[src/hdl/swc_pkg.sv]
// Shared constants and types for the standby wake source configuration block.
// Assumes a single 250 MHz clock domain and an AXI4-Lite register master.
package swc_pkg;

  ////////////////////////////////////////////////////////////////////////////
  // Register map, byte addresses on a 32-bit AXI4-Lite bus.
  localparam int unsigned    AXI_ADDR_W   = 8;
  localparam logic [7:0]     OFF_CTRL     = 8'h00;
  localparam logic [7:0]     OFF_IRQ_STAT = 8'h04;
  localparam logic [7:0]     OFF_IRQ_MASK = 8'h08;
  localparam logic [1:0]     IDX_CTRL     = 2'h0;
  localparam logic [1:0]     IDX_STAT     = 2'h1;
  localparam logic [1:0]     IDX_MASK     = 2'h2;
  localparam logic [1:0]     IDX_NONE     = 2'h3;
  localparam logic [1:0]     RESP_OKAY    = 2'h0;
  localparam logic [1:0]     RESP_SLVERR  = 2'h2;

  ////////////////////////////////////////////////////////////////////////////
  // Source slots: each source owns one byte lane of the control word.
  localparam int unsigned    NUM_SRC      = 2;
  localparam int unsigned    SRC_CEC      = 0;
  localparam int unsigned    SRC_RMC      = 1;
  localparam int unsigned    SRC_LANE0    = 2;
  localparam int unsigned    EN_POS       = 0;
  localparam int unsigned    ST_POS       = 2;
  localparam int unsigned    CFG_POS      = 4;

  // Active-state configuration codes.
  localparam logic [2:0]     CFG_LOW      = 3'h0;
  localparam logic [2:0]     CFG_HIGH     = 3'h1;
  localparam logic [2:0]     CFG_FALL     = 3'h2;
  localparam logic [2:0]     CFG_RISE     = 3'h3;
  localparam logic [2:0]     CFG_BOTH     = 3'h4;
  localparam logic [2:0]     CFG_RESET    = 3'h2;

  // Reported active-state codes.
  localparam logic [1:0]     ST_NONE      = 2'h0;
  localparam logic [1:0]     ST_RISE      = 2'h1;
  localparam logic [1:0]     ST_FALL      = 2'h2;
  localparam logic [1:0]     ST_BOTH      = 2'h3;

  // One source's software settings travel together.
  typedef struct packed {
    logic [2:0] cfg;
    logic       en;
  } swc_src_t;

  // Maps a configuration code onto the reported edge condition.
  function automatic logic [1:0] swc_cfg_to_state(input logic [2:0] cfg);
    case (cfg)
      CFG_RISE: swc_cfg_to_state = ST_RISE;
      CFG_FALL: swc_cfg_to_state = ST_FALL;
      CFG_BOTH: swc_cfg_to_state = ST_BOTH;
      default:  swc_cfg_to_state = ST_NONE;
    endcase
  endfunction

  // Word decode shared by the read and write paths.
  function automatic logic [1:0] swc_decode(input logic [AXI_ADDR_W-1:0] addr);
    if (addr[AXI_ADDR_W-1:2] == OFF_CTRL[AXI_ADDR_W-1:2]) begin
      swc_decode = IDX_CTRL;
    end else if (addr[AXI_ADDR_W-1:2] == OFF_IRQ_STAT[AXI_ADDR_W-1:2]) begin
      swc_decode = IDX_STAT;
    end else if (addr[AXI_ADDR_W-1:2] == OFF_IRQ_MASK[AXI_ADDR_W-1:2]) begin
      swc_decode = IDX_MASK;
    end else begin
      swc_decode = IDX_NONE;
    end
  endfunction

endpackage

[src/hdl/swc_wake_det.sv]
// Per-source wake detector: synchronises the source pin, watches for the
// configured active condition and reports the condition in force.
// Assumes the pin is asynchronous to clk and settings come from clk logic.
`timescale 1ns/100ps
`default_nettype none

module swc_wake_det import swc_pkg::*; (
  input  wire logic       clk,        // System clock.
  input  wire logic       rst,        // Asynchronous reset, active high.
  input  wire logic       pin_async,  // Raw interrupt request from the source.
  input  wire swc_src_t   src,        // Enable and configuration of this source.
  output logic [1:0]      state,      // Reported active condition.
  output logic            hit         // High while the condition releases standby.
);

  logic       sync1_q;
  logic       sync2_q;
  logic       prev_q;
  logic [1:0] state_q;
  logic       hit_q;
  logic       match;

  ////////////////////////////////////////////////////////////////////////////
  // Two-flop synchroniser plus a history flop; only sync2_q and prev_q feed the decode.
  always_ff @(posedge clk or posedge rst) begin
    if (rst) begin
      sync1_q <= 1'b0;
      sync2_q <= 1'b0;
      prev_q  <= 1'b0;
    end else begin
      sync1_q <= pin_async;
      sync2_q <= sync1_q;
      prev_q  <= sync2_q;
    end
  end

  // Condition decode; level codes act while the level holds.
  always_comb begin
    case (src.cfg)
      CFG_LOW:  match = ~sync2_q;
      CFG_HIGH: match = sync2_q;
      CFG_FALL: match = prev_q & ~sync2_q;
      CFG_RISE: match = sync2_q & ~prev_q;
      CFG_BOTH: match = sync2_q ^ prev_q;
      default:  match = 1'b0;
    endcase
  end

  // Status shows the condition only while the source is enabled, so it is
  // zero out of reset even though the configuration is not.
  always_ff @(posedge clk or posedge rst) begin
    if (rst) begin
      state_q <= ST_NONE;
    end else begin
      state_q <= src.en ? swc_cfg_to_state(src.cfg) : ST_NONE;
    end
  end

  // A disabled source can never release standby.
  always_ff @(posedge clk or posedge rst) begin
    if (rst) begin
      hit_q <= 1'b0;
    end else begin
      hit_q <= src.en & match;
    end
  end

  assign state = state_q;
  assign hit   = hit_q;

endmodule

`default_nettype wire

[src/hdl/swc_top.sv]
// Standby wake source configuration: control word, edge and level wake detectors for two
// interrupt sources, sticky wake events with mask, and an AXI4-Lite slave.
// Assumes one clock, an AXI4-Lite master with one write and one read in flight.
`timescale 1ns/100ps
`default_nettype none

module swc_top import swc_pkg::*; (
  input  wire logic                  clk,                  // System clock, 250 MHz.
  input  wire logic                  rst,                  // Asynchronous reset, active high.
  input  wire logic                  consumer_ctrl_rx_irq, // Consumer-control receive request.
  input  wire logic                  remote_ctrl_rx_irq,   // Remote-control receive request.
  input  wire logic [AXI_ADDR_W-1:0] awaddr,               // Write address.
  input  wire logic                  awvalid,              // Write address valid.
  output logic                       awready,              // Write address ready.
  input  wire logic [31:0]           wdata,                // Write data.
  input  wire logic [3:0]            wstrb,                // Write byte strobes.
  input  wire logic                  wvalid,               // Write data valid.
  output logic                       wready,               // Write data ready.
  output logic [1:0]                 bresp,                // Write response.
  output logic                       bvalid,               // Write response valid.
  input  wire logic                  bready,               // Write response ready.
  input  wire logic [AXI_ADDR_W-1:0] araddr,               // Read address.
  input  wire logic                  arvalid,              // Read address valid.
  output logic                       arready,              // Read address ready.
  output logic [31:0]                rdata,                // Read data.
  output logic [1:0]                 rresp,                // Read response.
  output logic                       rvalid,               // Read data valid.
  input  wire logic                  rready,               // Read data ready.
  output logic                       standby_release,      // Wake request to the standby logic.
  output logic                       irq                   // Level interrupt on unmasked events.
);

  swc_src_t              src_q [NUM_SRC];
  logic [1:0]            state [NUM_SRC];
  logic [NUM_SRC-1:0]    hit;
  logic [NUM_SRC-1:0]    stat_q;
  logic [NUM_SRC-1:0]    mask_q;
  logic                  irq_q;
  logic                  release_q;
  logic                  awready_q;
  logic                  wready_q;
  logic                  aw_full_q;
  logic                  w_full_q;
  logic [AXI_ADDR_W-1:0] awaddr_q;
  logic [31:0]           wdata_q;
  logic [3:0]            wstrb_q;
  logic                  bvalid_q;
  logic [1:0]            bresp_q;
  logic                  arready_q;
  logic                  rvalid_q;
  logic [31:0]           rdata_q;
  logic [1:0]            rresp_q;
  logic                  do_wr;
  logic [1:0]            widx;
  logic [31:0]           ctrl_rd;
  logic [NUM_SRC-1:0]    stat_clr;

  ////////////////////////////////////////////////////////////////////////////
  // Wake detectors, one per source.
  swc_wake_det u_det_cec (
    .clk       (clk),
    .rst       (rst),
    .pin_async (consumer_ctrl_rx_irq),
    .src       (src_q[SRC_CEC]),
    .state     (state[SRC_CEC]),
    .hit       (hit[SRC_CEC])
  );

  swc_wake_det u_det_rmc (
    .clk       (clk),
    .rst       (rst),
    .pin_async (remote_ctrl_rx_irq),
    .src       (src_q[SRC_RMC]),
    .state     (state[SRC_RMC]),
    .hit       (hit[SRC_RMC])
  );

  ////////////////////////////////////////////////////////////////////////////
  // Write address channel: hold one address until the response is taken.
  always_ff @(posedge clk or posedge rst) begin
    if (rst) begin
      awready_q <= 1'b0;
      aw_full_q <= 1'b0;
      awaddr_q  <= '0;
    end else if (awvalid && awready_q) begin
      awready_q <= 1'b0;
      aw_full_q <= 1'b1;
      awaddr_q  <= awaddr;
    end else if (do_wr) begin
      aw_full_q <= 1'b0;
    end else if (!aw_full_q && !bvalid_q) begin
      awready_q <= 1'b1;
    end
  end

  // Write data channel, taken independently of the address.
  always_ff @(posedge clk or posedge rst) begin
    if (rst) begin
      wready_q <= 1'b0;
      w_full_q <= 1'b0;
      wdata_q  <= '0;
      wstrb_q  <= '0;
    end else if (wvalid && wready_q) begin
      wready_q <= 1'b0;
      w_full_q <= 1'b1;
      wdata_q  <= wdata;
      wstrb_q  <= wstrb;
    end else if (do_wr) begin
      w_full_q <= 1'b0;
    end else if (!w_full_q && !bvalid_q) begin
      wready_q <= 1'b1;
    end
  end

  // A write happens once both halves are held and no response is pending.
  assign do_wr = aw_full_q && w_full_q && !bvalid_q;
  assign widx  = swc_decode(awaddr_q);

  // Write response; unmapped words answer SLVERR and change nothing.
  always_ff @(posedge clk or posedge rst) begin
    if (rst) begin
      bvalid_q <= 1'b0;
      bresp_q  <= RESP_OKAY;
    end else if (do_wr) begin
      bvalid_q <= 1'b1;
      bresp_q  <= (widx == IDX_NONE) ? RESP_SLVERR : RESP_OKAY;
    end else if (bready) begin
      bvalid_q <= 1'b0;
    end
  end

  ////////////////////////////////////////////////////////////////////////////
  // Source settings. Each source lives in its own byte lane, so a byte
  // strobe touches at most one source. Status bits are not stored here and
  // so cannot be written; gaps between fields have no storage at all.
  always_ff @(posedge clk or posedge rst) begin
    if (rst) begin
      for (int i = 0; i < NUM_SRC; i++) begin
        src_q[i].en  <= 1'b0;
        src_q[i].cfg <= CFG_RESET;
      end
    end else if (do_wr && widx == IDX_CTRL) begin
      for (int i = 0; i < NUM_SRC; i++) begin
        if (wstrb_q[SRC_LANE0+i]) begin
          src_q[i].en  <= wdata_q[8*(SRC_LANE0+i)+EN_POS];
          src_q[i].cfg <= wdata_q[8*(SRC_LANE0+i)+CFG_POS +: 3];
        end
      end
    end
  end

  // Control word image; every bit not driven here reads as zero.
  always_comb begin
    ctrl_rd = '0;
    for (int i = 0; i < NUM_SRC; i++) begin
      ctrl_rd[8*(SRC_LANE0+i)+EN_POS]      = src_q[i].en;
      ctrl_rd[8*(SRC_LANE0+i)+ST_POS +: 2] = state[i];
      ctrl_rd[8*(SRC_LANE0+i)+CFG_POS +: 3] = src_q[i].cfg;
    end
  end

  ////////////////////////////////////////////////////////////////////////////
  // Wake events: sticky, cleared by writing one, and a new event in the
  // clearing cycle survives because the set term is OR-ed in last.
  assign stat_clr = (do_wr && widx == IDX_STAT && wstrb_q[0]) ?
                    wdata_q[NUM_SRC-1:0] : '0;

  always_ff @(posedge clk or posedge rst) begin
    if (rst) begin
      stat_q <= '0;
    end else begin
      stat_q <= (stat_q & ~stat_clr) | hit;
    end
  end

  // Interrupt mask, one bit per event.
  always_ff @(posedge clk or posedge rst) begin
    if (rst) begin
      mask_q <= '0;
    end else if (do_wr && widx == IDX_MASK && wstrb_q[0]) begin
      mask_q <= wdata_q[NUM_SRC-1:0];
    end
  end

  // Registered outputs: the interrupt follows the sticky bits, the wake
  // request follows the live detector output so standby sees no backlog.
  always_ff @(posedge clk or posedge rst) begin
    if (rst) begin
      irq_q     <= 1'b0;
      release_q <= 1'b0;
    end else begin
      irq_q     <= |(stat_q & mask_q);
      release_q <= |hit;
    end
  end

  ////////////////////////////////////////////////////////////////////////////
  // Read channel: data is captured at the address handshake.
  always_ff @(posedge clk or posedge rst) begin
    if (rst) begin
      arready_q <= 1'b0;
      rvalid_q  <= 1'b0;
      rdata_q   <= '0;
      rresp_q   <= RESP_OKAY;
    end else if (arvalid && arready_q) begin
      arready_q <= 1'b0;
      rvalid_q  <= 1'b1;
      rresp_q   <= RESP_OKAY;
      unique case (swc_decode(araddr))
        IDX_CTRL: rdata_q <= ctrl_rd;
        IDX_STAT: rdata_q <= {{(32-NUM_SRC){1'b0}}, stat_q};
        IDX_MASK: rdata_q <= {{(32-NUM_SRC){1'b0}}, mask_q};
        IDX_NONE: begin
          rdata_q <= '0;
          rresp_q <= RESP_SLVERR;
        end
      endcase
    end else if (rvalid_q && rready) begin
      rvalid_q  <= 1'b0;
      arready_q <= 1'b1;
    end else if (!rvalid_q) begin
      arready_q <= 1'b1;
    end
  end

  assign awready         = awready_q;
  assign wready          = wready_q;
  assign bvalid          = bvalid_q;
  assign bresp           = bresp_q;
  assign arready         = arready_q;
  assign rvalid          = rvalid_q;
  assign rdata           = rdata_q;
  assign rresp           = rresp_q;
  assign irq             = irq_q;
  assign standby_release = release_q;
endmodule

`default_nettype wire

[config.mk]
export PLATFORM = sky130hd
export DESIGN_NAME = swc_top
export DESIGN_NICKNAME = d
export VERILOG_FILES = /design/src/hdl/swc_pkg.sv /design/src/hdl/swc_wake_det.sv /design/src/hdl/swc_top.sv
export SDC_FILE = /design/constraint.sdc
export NUM_CORES = 1
export LEC_CHECK = 0
export BUFFER_PORTS_ARGS = -buffer_cell sky130_fd_sc_hd__buf_2
export CORE_ASPECT_RATIO = 1.1
export CORE_MARGIN = 10
export CORE_UTILIZATION = 30
export CTS_BUF_LIST = sky130_fd_sc_hd__clkbuf_8
export DETAILED_ROUTE_END_ITERATION = 16
export PLACE_DENSITY = 0.63
export SETUP_SLACK_MARGIN = 0.05
export SLEW_MARGIN = 20
export SYNTH_ARGS = -nofsm -noshare
export SYNTH_HDL_FRONTEND = slang
export SYNTH_SLANG_ARGS = --single-unit
[constraint.sdc]
create_clock -name clk -period 4.2 [get_ports clk]
set_input_delay 0.42 -clock clk [delete_from_list [all_inputs] [get_ports clk]]
set_output_delay 0.42 -clock clk [all_outputs]
set_load 0.02 [all_outputs]
Word-level counts from Yosys, hierarchy flattened --
Index checks and enable logic that the tools add are counted.
Word-level totals: flip-flop bits (word level) 112, bits of input ports 61, output and inout port bits 43, word-level logic and storage cells 135
Operators by class: equality and inequality tests 21, muxes and demuxes 33, bitwise gates (word level) 16, reductions and logical operators 34
Operators by type and width (count):
- $pmux W32 S4 | 1
- $mux W2 | 10
- $mux W1 | 18
- $logic_and A1 B1 Y1 | 13
- $eq A3 B2 Y1 const B | 4
- $eq A6 B1 Y1 const B | 2
- $eq A6 B2 Y1 const B | 2
- $logic_not A6 Y1 | 2
- $pmux W2 S3 | 2
- $reduce_bool A2 Y1 | 6
- $pmux W1 S5 | 2
- $eq A2 B2 Y1 const B | 4
- $reduce_and A2 Y1 | 4
- $and A1 B1 Y1 | 6
- $eq A3 B1 Y1 const B | 2
- $eq A3 B3 Y1 const B | 2
- $logic_not A3 Y1 | 2
- $and A2 B2 Y2 | 2
- $eq A2 B1 Y1 const B | 2
- $logic_not A2 Y1 | 2
- $ne A2 B1 Y1 const B | 2
- $not A1 Y1 | 4
- $reduce_or A2 Y1 | 2
- $logic_not A1 Y1 | 3
- 4 further kinds | 5

Depth between registers and ports, before layout --
Gate-level depths: netlist of run 1.
depth after elaboration 11, gate-level depth with buffers 6

Hierarchy --
A second synthesis of run 1 with hierarchy kept.
Unflattened totals: cell total of the unflattened synthesis 242, area total of the unflattened synthesis 2956.6 um2
By module, submodules not included:
- swc_top | times used 1, cells each 196, area an instance 2401.1 um2, sequential area each 1403.8 um2
- swc_wake_det | times used 2, cells each 23, area an instance 277.8 um2, sequential area each 150.1 um2

Least setup slack after synthesis of run 1 --
No wires, ideal clock.
kind register to register, from register awaddr_q[4], to register src_q (netlist bit ctrl_rd[16]), setup time 0.125 ns, data arrival time 1.574 ns, setup slack 2.502 ns, cell stages (with the launch flop) 5, path buffers 0, clock period less this slack 1.698 ns, cell sequence dfrtp_1 or4_4 nor3_4 nand3b_1 mux2_2
On the way: cells in the longest elaborated chain, start to end 7, elaborated cells on any way between the ends 9
RTL lines:
- from (decl) | line swc_top.sv:44 | logic [AXI_ADDR_W-1:0] awaddr_q;
- from (signal assigned) | line swc_top.sv:88 | awaddr_q <= awaddr;
- $eq A6 B2 Y1 | line swc_pkg.sv:64 | end else if (addr[AXI_ADDR_W-1:2] == OFF_IRQ_MASK[AXI_ADDR_W-1:2]) begin
- $mux W1 | line swc_pkg.sv:64
- $mux W2 | line swc_pkg.sv:62 | end else if (addr[AXI_ADDR_W-1:2] == OFF_IRQ_STAT[AXI_ADDR_W-1:2]) begin
- $mux W2 (*) | line swc_pkg.sv:60 | if (addr[AXI_ADDR_W-1:2] == OFF_CTRL[AXI_ADDR_W-1:2]) begin
- $logic_not A2 Y1 (*) | line swc_top.sv:142 | end else if (do_wr && widx == IDX_CTRL) begin
- $logic_and A1 B1 Y1 (*) | line swc_top.sv:142
- $reduce_and A2 Y1 (no line) (*)
- to (decl) | line swc_top.sv:33 | swc_src_t src_q [NUM_SRC];
Every way passes the cells marked *; elsewhere a longest branch is shown, timed or not. A chain may end at the register's enable or synchronous reset.

Worst setup path in the final report of run 1 --
from input araddr[5], to register rdata_q[20], in the netlist rdata[20]
On the way: cells in the longest elaborated chain, start to end 7, elaborated cells on any way between the ends 12
RTL lines:
- from (decl) | line swc_top.sv:22 | input wire logic [AXI_ADDR_W-1:0] araddr,
- $eq A6 B2 Y1 | line swc_pkg.sv:64
- $mux W1 | line swc_pkg.sv:64
- $mux W2 | line swc_pkg.sv:62
- $mux W2 (*) | line swc_pkg.sv:60
- $mux W2 (*) | line swc_top.sv:205 | end else if (arvalid && arready_q) begin
- $eq A2 B2 Y1, or another cell as far along | line swc_top.sv:209 | unique case (swc_decode(araddr))
- $pmux W32 S4 (*) | line swc_top.sv:209
- to (signal assigned) | line swc_top.sv:210 | IDX_CTRL: rdata_q <= ctrl_rd;
- to (signal assigned) | line swc_top.sv:211 | IDX_STAT: rdata_q <= {{(32-NUM_SRC){1'b0}}, stat_q};
- to (signal assigned) | line swc_top.sv:212 | IDX_MASK: rdata_q <= {{(32-NUM_SRC){1'b0}}, mask_q};
- to (decl) | line swc_top.sv:51 | logic [31:0] rdata_q;
Every way passes the cells marked *; elsewhere a longest branch is shown, timed or not. The select of a mux whose other input is x is not followed.

==> flow_summary.ini, run 1 <==
[detailed_routing]
avgRoutedWirePerCell_um = 13.25
num_vias = 1852
ant_nets = 0
dr.pass1.iters = 4
routed_wl_mm = 5.685
via_per_inst = 4.317
drc = 0
first_iter_violations = 52

[timing]
skew_ns = 0.008566
tns_ns = 0
timing.fmax_mhz = 534.2
finalSetupViolations = 0
tightest_slew_ns = 0.8244
period_share = 0.4457
hold_viol = 0
slew_violations = 0
rsz0062_at_grt = false
min_period_ns = 1.872
relSlewSlack = 0.4491
timing.final.ws_setup_ns = 2.328

[finish]
nFillCells = 941
finish.utilization = 0.3667
area_delta_synth_final_pct = 19.27
drive_above_1_share = 0.3526
fin_nets = 372
antenna_cells = 0

[setup_path]
start_kind = input port
crit_type = in -> reg
cp-startpoint = araddr[5]
critPathTopFamily = simple AND/OR/NAND/NOR gates
endpoint_kind = register
arrival_ns = 2.11
r2r_start = awaddr_q[4]
crit_path_cell_trace = buf_2 > or4_1 > nor3_1 > buf_4 > nand2_1 > o21ai_0
slowest_stage = or4_1
cpPeakStageDelay_ns = 0.58
crit_buf_inv = 2
critPathMaxFanout = 7
required_ns = 4.44

[logic_synthesis]
synth_cell_types = 36
synthTopCellsByArea = dfrtp_1 57%, mux2_2 11%, buf_4 5.2%, nand2_1 4.8%, o21ai_0 3.3%
synth_ff_type = dfrtp_1
post_synth_inst_count = 247
synth_async_sr_flop_share = 1.000
avgSynthCellArea_um2 = 11.70
yosys_warnings = 0
synth_seq_area_share = 0.5899
synth-seq-cells = 68
synth_top_area_share = 0.5717
synth_edf_count = 0
synthesis.area_mm2 = 0.002889
synth_area_leader_cell = dfrtp_1

[placed_design]
io_buffers = 56
routabilityCongestion = 0.7180
hpwl_mm = 4.367
pre_cts_ws_ns = 1.965

[global_routing]
grt_overflow = 0
antenna_found_initial = 0
grt_pass1_wl_mm = 9.528
grt_usage = 0.08491
grt_pass1_vias = 1925
grt_max_degree = 38

[pwr]
total_power_mw = 2.054
power_density_mw_per_mm2 = 596.2
peakVddDrop_uv = 366.4
p_leak_nw = 1.687

[hold_path]
hp-class = in -> async

[run]
max_cap_viol_count = 0

[clock_tree]
clk_latency_ns = 0.34
clock_sinks = 68
htree_levels = 3
cts_tree = done
clkTransAtPathRegs_ns = 0.07
cts_made_buffers = 9
postCtsHoldBufs = 0
cts_resized = 0
cts_max_path_buffers = 2
cts_setup_buffers = 0
root_buffer = clkbuf_8

[floorplanning]
ios = 104
core-area_mm2 = 0.009398
die_h_um = 122.9
die-area_mm2 = 0.01396
chipWidth_um = 113.6
rows = 37
start_util = 0.3074

[outcome]
status = finished, final reports clean
## Yosys cell counts, types with 3 or more instances
master and n:
nand3b_1 4, nor2b_1 3, buf_4 20, ha_1 4, clkbuf_1 7, nand2b_1 4
nor2_1 6, inv_1 9, mux2_2 29, nand2_1 37, o21ai_0 19, o21a_1 4
dfrtp_1 66, a21oi_1 4
## per-stage QoR
| step | area [µm²] | instances | hold WS, ns |
|---|---|---|---|
| after floorplan | 2960 | 266 | 0.3312 |
| after global placement | 3221 | 413 | 0.3341 |
| after detailed placement | 3221 | 413 | 0.3356 |
| after CTS | 3446 | 429 | 0.1676 |
| after global routing | 3446 | 429 | 0.1706 |
| final | 3446 | 429 | 0.1634 |
## cells in the final DEF, fill, tap and decap left out, types with 3 or more instances in the layout
cell type   netlist  layout
conb_1            1      20
inv_1             9       8
buf_2             1      56
o21a_1            4       4
nand3b_1          4       4
nand2b_1          4       4
a21oi_1           4       4
nor2b_1           3       3
clkbuf_8          0      10
nand2_1          37      37
dfrtp_1          66      66
nor2_1            6       6
o21ai_0          19      19
ha_1              4       4
mux2_2           29      29
clkinvlp_4        0       3
## registers in the layout (all words and copies together) (netlist names), 2 cells and up
register and count:
rdata 14, wdata_q 10, ctrl_rd 8, awaddr_q 6
wstrb_q 3, mask_q 2, stat_q 2, u_det_cec.state 2
u_det_rmc.state 2
## per-layer routing
layer | global-route usage | share of wire
met4 | 0.04048 | 0.017
met5 | 0 | 0
met2 | 0.1189 | 0.43
met1 | 0.1067 | 0.44
met3 | 0.04215 | 0.11
## worst paths after layout
path                                endpoint  slack (ns)  cells after the start
min                                   wready        0.16                      2
max in group asynchronous        ctrl_rd[29]        3.07                      3
min in group clk           u_det_cec.sync1_q        0.18                      1
max reg2reg                      ctrl_rd[30]        2.37                      4
max                                rdata[20]        2.33                      6
min reg2reg                u_det_rmc.sync2_q        0.35                      0
## kinds of logic (layout without fill, tap and decap cells)
kind of cell / after synthesis / in the layout / share of synthesized area
fa+ha+maj: 4 / 4 / 0.01732
other cells: 1 / 20 / 0.001298
xor+xnor: 3 / 3 / 0.009097
flops: 68 / 68 / 0.5899
mux: 31 / 31 / 0.1200
buf+inv: 37 / 83 / 0.07449
simple gates: 68 / 68 / 0.1165
compound gates: 35 / 35 / 0.07146
## worst reg2reg max path: cells and delay by family (launching register included)
family / cells / cell delay [ns]
flops: 1 / 0.38
mux: 1 / 0.32
simple gates: 3 / 1.02
## report_power, final
| group | switching [mW] | total (mW) | internal, mW |
|---|---|---|---|
| logic | 0.215 | 0.448 | 0.234 |
| clock network | 0.244 | 0.593 | 0.349 |
| registers | 0.162 | 1.01 | 0.851 |
## layout make-up
| cell class | count | area [µm²] | area share |
|---|---|---|---|
| clock buffer | 10 | 137.6 | 0.03994 |
| clock inverter | 6 | 87.58 | 0.02542 |
| inverter | 9 | 33.78 | 0.009804 |
| multi-input combinational | 161 | 1041 | 0.3021 |
| sequential | 68 | 1704 | 0.4946 |
| tap | 117 | 146.4 | 0.04248 |
| timing repair buffer | 58 | 295.3 | 0.08569 |
No activity file was read; power rests on OpenSTA's default activity.
==> run 2, diff against run 1 <==
--- a/config.mk
+++ b/config.mk
@@ -11,7 +11,7 @@
 export CORE_UTILIZATION = 30
 export CTS_BUF_LIST = sky130_fd_sc_hd__clkbuf_8
 export DETAILED_ROUTE_END_ITERATION = 16
-export PLACE_DENSITY = 0.63
+export PLACE_DENSITY = 0.65
 export SETUP_SLACK_MARGIN = 0.05
 export SLEW_MARGIN = 20
 export SYNTH_ARGS = -nofsm -noshare
==> constraint.sdc (replaced) <==
create_clock -name clk -period 1.5 [get_ports clk]
set_input_delay 0.15 -clock clk [delete_from_list [all_inputs] [get_ports clk]]
set_output_delay 0.15 -clock clk [all_outputs]
set_load 0.02 [all_outputs]
==> run 2 against run 1 <==
Net effect:
- the run now ends with setup timing left
- non-clock buffer count grew 16
- core utilization grew 1.1 points
- die area is the same
- worst setup slack lost 2.6 ns
- critical path type is now reg -> reg
- cell area grew 3.1%
- global-route usage grew 0.092 points
- total power grew to 2.7 times the previous value
- cell count grew 4.0%
- sequential share of layout area shrank 1.5 points
- largest power group unchanged
==> flow_summary.ini, run 2 (synthesis gave the netlist of run 1 again) <==
[timing]
timing.fmax_mhz = 567.2
slew_violations = 0
timing.final.ws_setup_ns = -0.2632
min_period_ns = 1.763
tns_ns = -2.510
finalSetupViolations = 12
skew_ns = 0.008221
rsz0062_at_grt = true
period_share = 1.175
hold_viol = 0

[detailed_routing]
via_per_inst = 4.291
routed_wl_mm = 5.715
avgRoutedWirePerCell_um = 12.81
ant_nets = 0
num_vias = 1914
first_iter_violations = 52
dr.pass1.iters = 5
drc = 0

[finish]
ff_latch_area_mm2 = 0.001704
area_delta_synth_final_pct = 22.95
multiInputGateArea_mm2 = 0.001046
final_common_cell = dfrtp_1
largest_reg_flops = 14
drive_above_1_share = 0.3720
nFillCells = 920
final_cell_mix = 66 x dfrtp_1, 56 x buf_2, 37 x nand2_1, 29 x mux2_2, 20 x conb_1
finalNonFillerCells = 446
fin_nets = 388

[setup_path]
arrival_ns = 1.99
crit_path_cell_trace = or4_4 > buf_4 > nor3_2 > buf_4 > mux2_2
cpPeakStageDelay_ns = 0.56
required_ns = 1.73
crit_type = reg -> reg
start_kind = register
endpoint_kind = register
cp_common_cell = buf_4
slowest_stage = or4_4
critPathMaxFanout = 3

[clock_tree]
root_buffer = clkbuf_8
cts_tree = done
clk_latency_ns = 0.34
cts_made_buffers = 9
clock_sinks = 68
htree_levels = 3
cts_max_path_buffers = 2
clkTransAtPathRegs_ns = 0.07

[run]
max_cap_viol_count = 0

[floorplanning]
ios = 104
chipWidth_um = 113.6
rows = 37
start_util = 0.3074
die_h_um = 122.9
core-area_mm2 = 0.009398
die-area_mm2 = 0.01396

[global_routing]
grt_pass1_vias = 1987
antenna_found_initial = 1
grt_overflow = 0
grt_max_degree = 69
grt_usage = 0.08583
grt_pass1_wl_mm = 9.570

[outcome]
violations = setup timing
status = complete, but fails checks

[placed_design]
io_buffers = 56
hpwl_mm = 4.400
routabilityCongestion = 0.6966
pre_cts_ws_ns = -0.2744
dp.cells = 423

[pwr]
total_power_mw = 5.558
peakVddDrop_uv = 989.9
power_density_mw_per_mm2 = 1565
p_leak_nw = 1.743

[hold_path]
hp-class = in -> reg
==> run 2: layout make-up <==
cell class / instances / share of cell area
tap: 117 / 0.04121
clock buffer: 10 / 0.03875
clock inverter: 6 / 0.01127
inverter: 9 / 0.01057
multi-input combinational: 161 / 0.2945
sequential: 68 / 0.4797
antenna: 1 / 0.0007045
timing repair buffer: 74 / 0.1233
==> run 2: power by group <==
| part | switching (mW) | internal, mW | total, mW | leakage, nW |
|---|---|---|---|---|
| combinational | 0.665 | 0.759 | 1.42 | 0.797 |
| sequential | 0.423 | 2.38 | 2.80 | 0.860 |
| clock | 0.690 | 0.640 | 1.33 | 0.0861 |
==> run 2: worst max-delay path: cells and delay by family (launching register included) <==
kind | cells | cell delay (ns)
AND/OR/NAND/NOR | 2 | 0.65
multiplexers | 1 | 0.32
buffers and inverters | 2 | 0.29
flip-flops | 1 | 0.38
==> run 2: timing repair <==
| action | 4_1_cts | 5_1_grt |
|---|---|---|
| setup endpoints to repair | 12 | 12 |
| resized for setup | 0 | 1 |
| buffers inserted | 1 | 1 |
| hold endpoints to repair | 69 | 0 |
| hold buffers | 4 | 0 |
| pin swaps | 4 | 3 |
| cloned | 0 | 0 |
==> run 2: worst paths after layout <==
path                                   start            endpoint  slack, ns  depth (start not counted)
max reg2reg                      awaddr_q[4]           mask_q[0]      -0.26                          5
max                              awaddr_q[4]           mask_q[0]      -0.26                          5
min in group asynchronous                rst  u_det_cec.state[1]       0.43                          4
max in group asynchronous                rst         ctrl_rd[29]       0.73                          4
min                                awaddr[6]         awaddr_q[6]       0.04                          2
min reg2reg                u_det_rmc.sync1_q   u_det_rmc.sync2_q       0.35                          0
==> run 2: per-layer routing <==
layer	global-route usage	vias to the layer above	routed length (µm)
met4	0.05000	0	112
met1	0.09899	889	2485
li1	-	946	-
met3	0.05039	10	651
met2	0.1211	69	2465
met5	0	-	0
==> run 2: stage by stage <==
step                      area (µm²)  utilization  hold slack (ns)
after detailed placement        3312       0.3524           0.2601
after global routing            3552       0.3780          0.01704
after floorplan                 2965            -           0.1814
after global placement          3312       0.3524           0.2602
final                           3552       0.3780          0.03683
after CTS                       3537       0.3764          0.01531
==> run 3, diff against run 2 <==
--- a/config.mk
+++ b/config.mk
@@ -11,7 +11,7 @@
 export CORE_UTILIZATION = 30
 export CTS_BUF_LIST = sky130_fd_sc_hd__clkbuf_8
 export DETAILED_ROUTE_END_ITERATION = 16
-export PLACE_DENSITY = 0.65
+export PLACE_DENSITY = 0.63
 export SETUP_SLACK_MARGIN = 0.05
 export SLEW_MARGIN = 20
 export SYNTH_ARGS = -nofsm -noshare
==> constraint.sdc (replaced) <==
create_clock -name clk -period 1.9 [get_ports clk]
set_input_delay 0.19 -clock clk [delete_from_list [all_inputs] [get_ports clk]]
set_output_delay 0.19 -clock clk [all_outputs]
set_load 0.02 [all_outputs]
==> run 3 against run 2 <==
Net effect:
- the flow now finishes without violations
- total power is 16% lower
- wire length is 0.66% higher
- global-route usage is 0.37 points higher
- cell count is 1.8% lower
- cell area is 0.14% higher
- critical path type unchanged
- largest cell class unchanged
==> flow_summary.ini, run 3 (synthesis gave the netlist of run 1 again) <==
[outcome]
status = finished, final reports clean

[setup_path]
start_kind = register
r2r-end = ctrl_rd[28]
cpPeakStageDelay_ns = 0.57
critPathTopFamily = simple AND/OR/NAND/NOR gates
required_ns = 2.12
crit_type = reg -> reg
arrival_ns = 1.99
ff2ff_setup_slack_ns = 0.13
slowest_stage = or4_4
crit_path_cell_trace = or4_4 > nor3_4 > nand3b_1 > mux2_2
critPathMaxFanout = 4
endpoint_kind = register
r2r_start = awaddr_q[4]
crit_buf_inv = 0
rr_worst_depth = 4

[placed_design]
pre_cts_ws_ns = 0.05549
io_buffers = 56
routabilityCongestion = 0.7224
hpwl_mm = 4.363
place_area_mm2 = 0.003259

[floorplanning]
ios = 104
die_h_um = 122.9
die-area_mm2 = 0.01396
rows = 37
core-area_mm2 = 0.009398
start_util = 0.3074
chipWidth_um = 113.6

[pwr]
comb_power_share = 0.224
internal_power_mw = 3.308
peakVddDrop_uv = 661.9
power_switching_mw = 1.386
power_density_mw_per_mm2 = 1320
p_leak_nw = 1.749
switching_share = 0.2953
total_power_mw = 4.694
p_clk_frac = 0.300
seqPwrFrac = 0.476

[global_routing]
use_met2 = 0.1236
grt_pass1_wl_mm = 9.949
grt_max_degree = 48
grt_overflow = 0
antenna_found_initial = 0
grt.busiest_layer = met2
grt_pass1_vias = 2012
globalRouteMet1Util = 0.1109
grtUsageMet3 = 0.04215
grt_usage = 0.08952

[clock_tree]
cts_max_path_buffers = 2
cts_tree = done
root_buffer = clkbuf_8
htree_levels = 3
clk_latency_ns = 0.34
clock_sinks = 68
clkTransAtPathRegs_ns = 0.07
cts_made_buffers = 9

[timing]
hold_viol = 0
slew_violations = 0
timing.fmax_mhz = 564.7
min_period_ns = 1.771
tns_ns = 0
finalSetupViolations = 0
rsz0062_at_grt = true
timing.final.ws_setup_ns = 0.1291
skew_ns = 0.005415
period_share = 0.9321

[detailed_routing]
drc = 0
first_iter_violations = 46
avgRoutedWirePerCell_um = 13.13
num_vias = 1859
dr.pass1.iters = 4
via_per_inst = 4.244
ant_nets = 0
routed_wl_mm = 5.753

[hold_path]
hold_path_end = bvalid
hp-class = in -> reg
holdCritStartpoint = bready
hold_depth = 2

[finish]
finish.utilization = 0.3785
largest_reg_flops = 14
final_cell_mix = 66 x dfrtp_1, 56 x buf_2, 37 x nand2_1, 29 x mux2_2, 20 x conb_1
fin_nets = 381
final_common_cell = dfrtp_1
drive_above_1_share = 0.3614
fin_area_mm2 = 0.003557
area_delta_synth_final_pct = 23.13
antenna_cells = 0

[run]
max_cap_viol_count = 0
==> run 3: timing repair <==
item / 4_1_cts / 5_1_grt
resized for setup: 0 / 1
setup endpoints to repair: 3 / 10
hold endpoints to repair: 22 / 0
pin swaps: 0 / 2
setup buffers: 1 / 2
hold buffers: 3 / 0
==> run 3: how the worst max path moves through the flow <==
stage / startpoint / to / slack [ns] / depth (start not counted)
2_1_floorplan: awaddr_q[4] / ctrl_rd[16] / 0.20 / 4
3_3_place_gp: awaddr_q[4] / ctrl_rd[16] / 0.09 / 4
3_5_place_dp: awaddr_q[4] / ctrl_rd[28] / 0.06 / 4
4_1_cts: awaddr_q[4] / ctrl_rd[28] / 0.06 / 4
5_1_grt: awaddr_q[4] / ctrl_rd[28] / 0.05 / 4
6_report: awaddr_q[4] / ctrl_rd[28] / 0.13 / 4
==> run 3: power by group through the flow <==
stage,Clock [mW],Sequential (mW),Combinational [mW]
after floorplan,0,2.22,0.786
after global placement,0,2.24,0.993
after detailed placement,0,2.26,1.03
after CTS,1.45,2.24,1.03
after global routing,1.52,2.32,1.19
final,1.41,2.24,1.05
==> run 3: final cells by class <==
| cell class | count | area, µm² |
|---|---|---|
| Inverter | 9 | 37.54 |
| Multi-Input combinational cell | 161 | 1046 |
| Timing Repair Buffer | 67 | 382.9 |
| Fill cell | 934 | 5841 |
| Sequential cell | 68 | 1704 |
| Clock buffer | 9 | 123.9 |
| Clock inverter | 7 | 116.4 |
| Tap cell | 117 | 146.4 |
==> run 3: routing by layer <==
metal  part of all wire  wire, µm  vias to the layer above
met3               0.11       619                        9
li1                   -         -                      927
met1               0.45      2599                      858
met2               0.42      2411                       65
met4              0.021       123                        0
met5                  0         0                        -
==> run 3: stage by stage <==
| step | instances | hold slack (ns) |
|---|---|---|
| final | 438 | 0.02819 |
| after global routing | 438 | 0.04866 |
| after CTS | 436 | 0.01534 |
| after detailed placement | 416 | 0.2491 |
| after global placement | 416 | 0.2432 |
| after floorplan | 266 | 0.2214 |
